--- src/common/bctc_defs.vh ---
// bctc_defs.vh: constants for the bus cycle termination controller
// assumes inclusion by bare name from design files
`ifndef BCTC_DEFS_VH
`define BCTC_DEFS_VH

// ----------------------------------------
// termination codes
// ----------------------------------------
`define BCTC_TERM_NONE   3'h0
`define BCTC_TERM_NORMAL 3'h1
`define BCTC_TERM_HALT   3'h2
`define BCTC_TERM_BUS_ERROR_IN   3'h3
`define BCTC_TERM_RETRY  3'h4

// ----------------------------------------
// values and timing
// ----------------------------------------
`define BCTC_PRECHARGE     16'hffff
`define BCTC_MON_DEFAULT   8'h40
`define BCTC_SYNC_DELAY_NS 10
`define BCTC_CLK_PERIOD_NS 5
`define BCTC_SYNC_CYCLES   ((`BCTC_SYNC_DELAY_NS + `BCTC_CLK_PERIOD_NS - 1) / `BCTC_CLK_PERIOD_NS)

`endif

--- src/verilog/bctc_sync2.v ---
// bctc_sync2.v: two-flop synchroniser for pin inputs
// assumes a single system clock and synchronous reset
module bctc_sync2 #(
	parameter W = 1
) (
	input  wire         i_clk_sys,
	input  wire         i_srst,
	input  wire [W-1:0] i_async,
	input  wire [W-1:0] i_rst_val,
	output wire [W-1:0] o_sync
);
	reg [W-1:0] meta_q;
	reg [W-1:0] sync_q;

	// first stage only feeds the second stage
	always @(posedge i_clk_sys) begin
		if (i_srst) begin
			meta_q <= {W{1'b1}};
			sync_q <= {W{1'b1}};
		end else begin
			meta_q <= i_async;
			sync_q <= meta_q;
		end
	end

	assign o_sync = i_srst ? i_rst_val : sync_q;
endmodule // bctc_sync2

--- src/verilog/bctc_ctrl.v ---
// bctc_ctrl.v: external bus cycle termination and bus exception control
// assumes active-low pins from outside, synchronised here; one 200 MHz clock
`include "bctc_defs.vh"

// Contract
// - cycle ends normally only on a transfer ack line or autovector request
// - ack with error and halt negated gives normal termination
// - halt with ack and no error: end normally, halt until halt released
// - error without halt ends cycle, exception possibly deferred
// - error with halt ends cycle and retries after halt negates
// - sample ack, error, halt at even state and two states later
// - latch bus error at cycle end, defer exception processing
// - error-ended cycle captures no data; prefetch loads all ones
// - clear latched error when first handler instruction executes
// - double fault: second error early, error after reset, error in frame read
// - several errors in one instruction give a single exception after it
// - double fault halts, drives halt low, reset only, arbitration kept
// - errors after exception processing finished are not double faults
// - retry: strobes off, wait error and halt negated, delay, rerun same cycle
// - request with error and halt: release bus first, rerun after return
// - indivisible sequence: retry each access, keep flag, never release bus
// - halted after cycle: data floated, strobes off, address held
module bctc_ctrl #(
	parameter       DW         = 16,
	parameter [7:0] MON_CYCLES = `BCTC_MON_DEFAULT
) (
	input  wire          i_clk_sys,
	input  wire          i_srst,
	input  wire          i_cycle_req,
	input  wire          i_cycle_prefetch,
	input  wire          i_indivisible,
	input  wire          i_mon_enable,
	input  wire          i_instr_done,
	input  wire          i_handler_first,
	input  wire          i_frame_read,
	input  wire [DW-1:0] i_data_pin,
	input  wire [1:0]    i_transfer_ack_n,
	input  wire          i_autovector_request_n,
	input  wire          i_bus_error_in_n,
	input  wire          i_halt_n,
	input  wire          i_bus_request_n,
	input  wire          i_bus_grant_ack_n,
	output wire          o_cycle_busy,
	output wire          o_cycle_done,
	output reg  [2:0]    o_term_code,
	output reg  [DW-1:0] o_read_data,
	output wire          o_bus_error_in_exception,
	output wire          o_double_fault,
	output wire          o_address_strobe_n,
	output wire          o_data_strobe_n,
	output wire          o_data_oe,
	output wire          o_addr_oe,
	output wire          o_indivisible_cycle_flag_n,
	output wire          o_bus_grant_n,
	output wire          o_halt_out,
	output wire          o_halt_oe
);
	// ----------------------------------------
	// states
	// ----------------------------------------
	localparam [6:0] ST_IDLE  = 7'h01;
	localparam [6:0] ST_S0    = 7'h02;
	localparam [6:0] ST_WAIT  = 7'h04;
	localparam [6:0] ST_CONF  = 7'h08;
	localparam [6:0] ST_HOLD  = 7'h10;
	localparam [6:0] ST_REL   = 7'h20;
	localparam [6:0] ST_DEAD  = 7'h40;
	localparam integer SYNC_INT = `BCTC_SYNC_CYCLES;
	localparam [2:0] SYNC_CNT = SYNC_INT[2:0];

	reg [6:0]    state_q;
	reg [6:0]    state_d;
	reg [7:0]    mon_q;
	reg [2:0]    dly_q;
	reg          pend_q;
	reg          in_exc_q;
	reg          post_reset_q;
	reg          rerun_q;
	reg          rel_q;
	reg          first_ack_q;
	reg          done_q;
	reg [DW-1:0] data_q;
	wire [1:0]   ack_n;
	wire         autovector_request_n;
	wire         err_n;
	wire         halt_n;
	wire         br_n;
	wire         bgack_n;
	wire [DW-1:0] data_s;
	wire         mon_err;

	// ----------------------------------------
	// pin synchronisers
	// ----------------------------------------
	bctc_sync2 #(.W(DW + 7)) u_sync (
		.i_clk_sys (i_clk_sys),
		.i_srst    (i_srst),
		.i_async   ({i_data_pin, i_transfer_ack_n, i_autovector_request_n,
		              i_bus_error_in_n, i_halt_n, i_bus_request_n, i_bus_grant_ack_n}),
		.i_rst_val ({{DW{1'b0}}, 6'h3f, 1'b1}),
		.o_sync    ({data_s, ack_n, autovector_request_n, err_n, halt_n, br_n, bgack_n})
	);

	function term_ack;
		input [1:0] a_n;
		input       v_n;
		begin
			term_ack = (a_n != 2'h3) | ~v_n;
		end
	endfunction

	wire ack_now  = term_ack(ack_n, autovector_request_n);
	// monitor error counts as an error line assertion
	wire err_now  = ~err_n | mon_err;
	wire halt_now = ~halt_n;
	wire dbl      = (state_q == ST_DEAD);

	assign mon_err = i_mon_enable & (mon_q >= MON_CYCLES);

	// ----------------------------------------
	// cycle sequencer
	// ----------------------------------------
	always @* begin
		state_d = state_q;
		case (state_q)
			ST_IDLE: begin
				if (rel_q)
					state_d = ST_REL;
				else if (i_cycle_req | rerun_q)
					state_d = ST_S0;
			end
			ST_S0: state_d = ST_WAIT;
			ST_WAIT: begin
				// state N sampled; confirm two states later
				if (ack_now | err_now)
					state_d = ST_CONF;
			end
			ST_CONF: begin
				if (dbl)
					state_d = ST_DEAD;
				else if (err_now & halt_now)
					state_d = ST_HOLD;
				else if (err_now)
					state_d = ST_IDLE;
				else if (halt_now)
					state_d = ST_HOLD;
				else if (ack_now)
					state_d = ST_IDLE;
				else
					state_d = ST_WAIT;
			end
			ST_HOLD: begin
				// wait for both lines negated, then sync delay
				if (~err_now & ~halt_now & (dly_q == SYNC_CNT))
					state_d = ST_IDLE;
			end
			ST_REL: begin
				if (~rel_q)
					state_d = ST_IDLE;
			end
			ST_DEAD: state_d = ST_DEAD;
			default: state_d = ST_IDLE;
		endcase
	end

	// double fault condition on an error-terminated cycle
	wire term_err = (state_q == ST_CONF) & err_now & ~halt_now;
	wire dbl_hit  = term_err & (in_exc_q | post_reset_q | i_frame_read);

	always @(posedge i_clk_sys) begin
		if (i_srst) begin
			state_q      <= ST_IDLE;
			mon_q        <= 8'h00;
			dly_q        <= 3'h0;
			pend_q       <= 1'b0;
			in_exc_q     <= 1'b0;
			post_reset_q <= 1'b1;
			rerun_q      <= 1'b0;
			rel_q        <= 1'b0;
			first_ack_q  <= 1'b0;
			done_q       <= 1'b0;
			data_q       <= {DW{1'b0}};
			o_term_code  <= `BCTC_TERM_NONE;
			o_read_data  <= {DW{1'b0}};
		end else begin
			state_q <= dbl_hit ? ST_DEAD : state_d;
			done_q  <= 1'b0;
			// keep counting through confirm so a monitor timeout is still seen there
			if (state_q == ST_WAIT || state_q == ST_CONF)
				mon_q <= mon_q + 8'h01;
			else
				mon_q <= 8'h00;
			if (state_q == ST_HOLD && !err_now && !halt_now)
				dly_q <= (dly_q == SYNC_CNT) ? 3'h0 : dly_q + 3'h1;
			else
				dly_q <= 3'h0;
			if (state_q == ST_WAIT) begin
				first_ack_q  <= ack_now;
				data_q       <= data_s;
			end
			if (state_q == ST_S0)
				rerun_q <= 1'b0;
			if (i_handler_first | i_instr_done)
				post_reset_q <= 1'b0;
			// clear on first handler instruction; a new hit in that cycle wins
			if (i_handler_first)
				in_exc_q <= 1'b0;
			if (i_instr_done & pend_q)
				in_exc_q <= 1'b1;
			if (i_instr_done)
				pend_q <= 1'b0;
			if (state_q == ST_CONF && !dbl_hit) begin
				done_q <= ~(err_now & halt_now);
				if (err_now & halt_now) begin
					o_term_code <= `BCTC_TERM_RETRY;
					rerun_q     <= 1'b1;
					// bus given away first if requested, unless locked sequence
					rel_q       <= ~br_n & ~i_indivisible;
				end else if (err_now) begin
					o_term_code <= `BCTC_TERM_BUS_ERROR_IN;
					pend_q      <= 1'b1;
					if (~br_n & ~i_indivisible) begin
						rerun_q <= 1'b1;
						rel_q   <= 1'b1;
					end
					if (i_cycle_prefetch)
						o_read_data <= `BCTC_PRECHARGE;
				end else if (ack_now | first_ack_q) begin
					o_term_code <= halt_now ? `BCTC_TERM_HALT : `BCTC_TERM_NORMAL;
					o_read_data <= data_q;
				end
			end
			if (state_q == ST_REL && br_n && bgack_n)
				rel_q <= 1'b0;
			if (state_q == ST_DEAD)
				o_term_code <= `BCTC_TERM_NONE;
		end
	end

	// ----------------------------------------
	// outputs
	// ----------------------------------------
	wire active = (state_q == ST_S0) | (state_q == ST_WAIT) | (state_q == ST_CONF);

	assign o_cycle_busy = ~(state_q == ST_IDLE);
	assign o_cycle_done = done_q;
	assign o_bus_error_in_exception = pend_q & i_instr_done;
	assign o_double_fault = dbl;
	// strobes inactive while halted or waiting retry
	assign o_address_strobe_n = ~active;
	assign o_data_strobe_n = ~((state_q == ST_WAIT) | (state_q == ST_CONF));
	assign o_data_oe = 1'b0;
	// address held while halted, floated only when the bus is granted
	assign o_addr_oe = ~(state_q == ST_REL) & bgack_n;
	assign o_indivisible_cycle_flag_n = ~i_indivisible;
	// arbitration still served while halted by double fault
	assign o_bus_grant_n = ~(((state_q == ST_REL) | (dbl | state_q == ST_IDLE) & ~rerun_q)
	                         & ~br_n & ~i_indivisible);
	assign o_halt_out = 1'b0;
	assign o_halt_oe  = dbl;
endmodule // bctc_ctrl

--- config.mk ---
export PLATFORM = sky130hd
export DESIGN_NAME = bctc_ctrl
export DESIGN_NICKNAME = d
export VERILOG_FILES = /design/src/verilog/bctc_sync2.v /design/src/verilog/bctc_ctrl.v
export VERILOG_INCLUDE_DIRS = /design/src /design/src/common
export SDC_FILE = /design/constraint.sdc
export NUM_CORES = 1
export LEC_CHECK = 0
export ABC_CLOCK_PERIOD_IN_PS = 2900
export BUFFER_PORTS_ARGS = -buffer_cell sky130_fd_sc_hd__buf_2
export CAP_MARGIN = 20
export CORE_MARGIN = 2
export CORE_UTILIZATION = 40
export DETAILED_ROUTE_END_ITERATION = 10
export HOLD_SLACK_MARGIN = 0.12
export PLACE_DENSITY_LB_ADDON = 0.2
export SETUP_SLACK_MARGIN = 0.3
export SYNTH_ARGS = -nofsm -noshare
export SYNTH_HDL_FRONTEND = slang
export SYNTH_SLANG_ARGS = --single-unit
--- constraint.sdc ---
create_clock -name i_clk_sys -period 2.9 [get_ports i_clk_sys]
set_clock_uncertainty 0.15 [all_clocks]
set_input_delay 0.29 -clock i_clk_sys [delete_from_list [all_inputs] [get_ports i_clk_sys]]
set_output_delay 0.29 -clock i_clk_sys [all_outputs]
set_load 0.005 [all_outputs]
==> impl_metrics.csv <==
group,metric,value,unit
cells_and_area,nFillCells,981,
grt,grt_pass1_wl,13700,um
die,placementRows,36,
placed_design,gp_congestion,0.821,
routing,drt_iter0_markers,124,
placed_design,io_buffers,60,
setup_path,slowest_delay,0.53,ns
clocking,cts_sinks,106,
synth,synth-adder-area-share,1.57,%
timing,drv_slew,0,
timing,setup_viol,0,
routing,wl_per_cell,12.5,um
routing,drt_first_pass_iters,4,
cells_and_area,stdcell_count,635,
power,leakage,1.89,nW
routing,drc,0,
setup_path,crit_top_cell,"buf_2",
synth,synth.area.top_cells,"dfxtp_1 53%, or2_2 7.7%, a21oi_1 5.2%, nor2_1 3.9%, nand2_1 3.5%",
power,seqPwrFrac,58.2,%
die,core_area,9730,um^2
grt,grt_max_degree,53,
power,p_int,2.01,mW
timing,hold_ws,0.188,ns
clocking,cts_setup_buffers,0,
outcome,status,"finished, final reports clean",
timing,max_slew.worst_pin.slew,0.773,ns
synth,synth_common_cells,"106 x dfxtp_1, 49 x or2_2, 41 x a21oi_1, 41 x nor2_1, 37 x nand2_1",
cells_and_area,syn_to_final_growth,21.4,%
power,combPwrFrac,6.1,%
worst_hold_path,hold_class,"primary input to flip-flop",
setup_path,startpoint_type,"primary input",
cells_and_area,drive_gt1_share,30.7,%
synth,syn_avg_cell_area,9.49,um^2
timing,slew-limit-headroom,48.0,%
synth,synth-edff-count,0,
clocking,cts_tree,"done",
grt,grt_pass1_vias,2932,
setup_path,path_max_fanout,52,
timing,min_period,2.42,ns
synth,yosys.area_share.xor_xnor,1.76,%
die,fp.dieW,104,um
synth,syn_inst,419,
routing,ant_nets,0,
clocking,clock_latency,0.36,ns
die,start_util,40.9,%
setup_path,crit_slowest_cell,"dlygate4sd3_1",
setup_path,cp.required,2.46,ns
placed_design,placed_cells,592,
synth,ys_ff_latch,106,
clocking,htreeDepth,3,
power,ir_drop,287,uV
power,switching_share,22.5,%
timing,tns,0,ns
synth,synth_mux_area_share,0.755,%
grt,antenna_found_initial,0,
timing,fmax,413,MHz
synth,syn_area,3980,um^2
routing,avgViaCountPerCell,4.78,
synth,ys_types,53,
timing,fin_crit_sh,83.4,%
setup_path,path_class,"primary input to output pin",
synth,synth_top_area_cell,"dfxtp_1",
setup_path,cp_data_arrival_time,1.98,ns
die,die_h,104,um
placed_design,dp_hpwl,5390,um
cells_and_area,final_net_count,534,
setup_path,crit_path_end_kind,"output pin",
die,die_area,10800,um^2
timing,hold_violations,0,
flow_run,drv_cap,0,
grt,grt_util_all_layers,15.5,%
synth,yosysWarnings,0,
power,clkPwrFrac,35.7,%
timing,rsz0062_at_grt,"no",
setup_path,crit_path_cell_trace,"dlygate4sd3_1, buf_2, buf_4, nor3_1, o21ai_0, buf_2",
synth,synth_flop_cell,"dfxtp_1",
grt,grt-ovfl-total,0,
synth,synth.most_common_cell,"dfxtp_1",
synth,async_reset_ff_share,0,%
die,num_io_pins,63,
synth,ys_seq_area_share,53.4,%
synth,synth_top_family_by_area,"simple AND/OR/NAND/NOR gates",
clocking,clk_pin_slew_worst_paths,0.10,ns
synth,synth.top_cell.area_share,53.4,%
routing,routed_wl,7930,um
clocking,cts_made_buffers,9,
cells_and_area,insertedDiodeCount,0,
routing,vias,3038,
synth,synth-simple-area-share,23.7,%
clocking,root_buffer,"clkbuf_8",
power,powerDensity,537,nW/um^2
clocking,clock_path_buffers,2,
synth,synth_compound_area_share,13.5,%
power,netSwitchingPower,0.584,mW
==> worst paths after layout <==
kind                                   startpoint                end  slack [ns]  cells past startpoint
worst min register to register  u_sync.meta_q[13]  u_sync.sync_q[13]        0.26                      1
worst min-delay path                i_indivisible            rerun_q        0.19                      4
worst max-delay path                       i_srst      o_bus_grant_n        0.48                      6
worst max register to register         state_q[4]     o_read_data[5]        0.49                      6
==> flip-flops by register name, indices dropped and copies added (netlist names) <==
register,flops
first_ack_q,1
dly_q,3
mon_q,8
u_sync.sync_q,23
post_reset_q,1
pend_q,1
o_term_code,3
state_q,7
o_cycle_done,1
rel_q,1
rerun_q,1
o_read_data,16
in_exc_q,1
u_sync.meta_q,23
data_q,16
==> placed cells by master, fill, tap and decap left out, types with 2 or more instances in the layout <==
| cell type | Yosys | final |
|---|---|---|
| a2111oi_0 | 2 | 2 |
| a21oi_1 | 41 | 40 |
| a211oi_1 | 7 | 7 |
| nor2_1 | 41 | 40 |
| buf_4 | 4 | 8 |
| o31ai_1 | 2 | 2 |
| dlygate4sd3_1 | 0 | 27 |
| a211oi_2 | 10 | 10 |
| buf_2 | 3 | 60 |
| conb_1 | 1 | 2 |
| inv_1 | 9 | 9 |
| or4_2 | 2 | 2 |
| xor2_1 | 4 | 4 |
| and3b_1 | 2 | 2 |
| ha_1 | 5 | 5 |
| nand3_1 | 10 | 10 |
| xnor2_1 | 4 | 4 |
| nor3_1 | 11 | 11 |
| nand4_1 | 3 | 3 |
| nand2b_1 | 5 | 5 |
| a31oi_1 | 2 | 2 |
| o21ai_0 | 3 | 3 |
| or2_2 | 49 | 49 |
| and2_1 | 2 | 2 |
| and3_1 | 2 | 2 |
| clkinv_4 | 0 | 3 |
| mux2i_1 | 3 | 3 |
| nand2_1 | 37 | 37 |
| clkbuf_8 | 0 | 10 |
| dfxtp_1 | 106 | 106 |
| nor4_1 | 4 | 4 |
| nor2b_1 | 2 | 2 |
==> repair_timing <==
item / 4_1_cts / 5_1_grt
setup endpoints to repair: 0 / 17
hold endpoints to repair: 28 / 0
hold buffers: 27 / 0
resized for setup: 0 / 2
==> power groups by stage <==
stage	clock (mW)	combinational, mW	sequential (mW)
CTS	0.961	0.160	1.51
floorplan	0	0.0952	1.53
detailed placement	0	0.132	1.54
finish	0.926	0.159	1.51
global placement	0	0.131	1.54
global route	1.02	0.179	1.51
==> layer usage <==
metal / track usage [%] / wire length (um) / share of wire (%) / vias to the layer above
li1: - / - / - / 1563
met1: 19.9 / 3820 / 48 / 1411
met2: 25.4 / 3710 / 47 / 57
met3: 4.22 / 331 / 4.2 / 7
met4: 4.92 / 74 / 0.93 / 0
met5: 0 / 0 / 0 / -
==> cell type report <==
class / instances / area (um^2) / share of cell area (%)
clock buffers: 10 / 138 / 2.85
clock inverters: 6 / 77.6 / 1.61
inverters: 9 / 33.8 / 0.700
multi-input cells: 276 / 1660 / 34.3
flip-flops and latches: 106 / 2120 / 44.0
well taps: 133 / 166 / 3.45
repair buffers: 95 / 631 / 13.1
==> stage by stage <==
step           total power [mW]  utilization (%)  worst slack (ns)  area, um^2
4_1_cts                    2.63             49.5             0.321        4820
3_5_place_dp               1.67             44.6             0.434        4340
3_3_place_gp               1.67             44.6             0.510        4340
2_1_floorplan              1.63                -             0.318        3980
6_report                   2.59             49.6             0.481        4820
5_1_grt                    2.71             49.6             0.304        4820
==> logic make-up (layout without fill, tap and decap cells) <==
group	after synthesis	in the layout
AO/OA/AOI/OAI	78	78
flip-flops	106	106
other	1	2
buffers and inverters	38	120
AND/OR/NAND/NOR	180	180
XOR/XNOR	8	8
multiplexers	3	3
adder cells (fa/ha/maj)	5	5
==> worst max-delay path: cells and delay by family <==
family,cells,cell delay (ns)
buffers and inverters,4,1.11
and+or+nand+nor,1,0.38
AOI/OAI and AO/OA,1,0.19
Power figures use the tool's default switching activity.
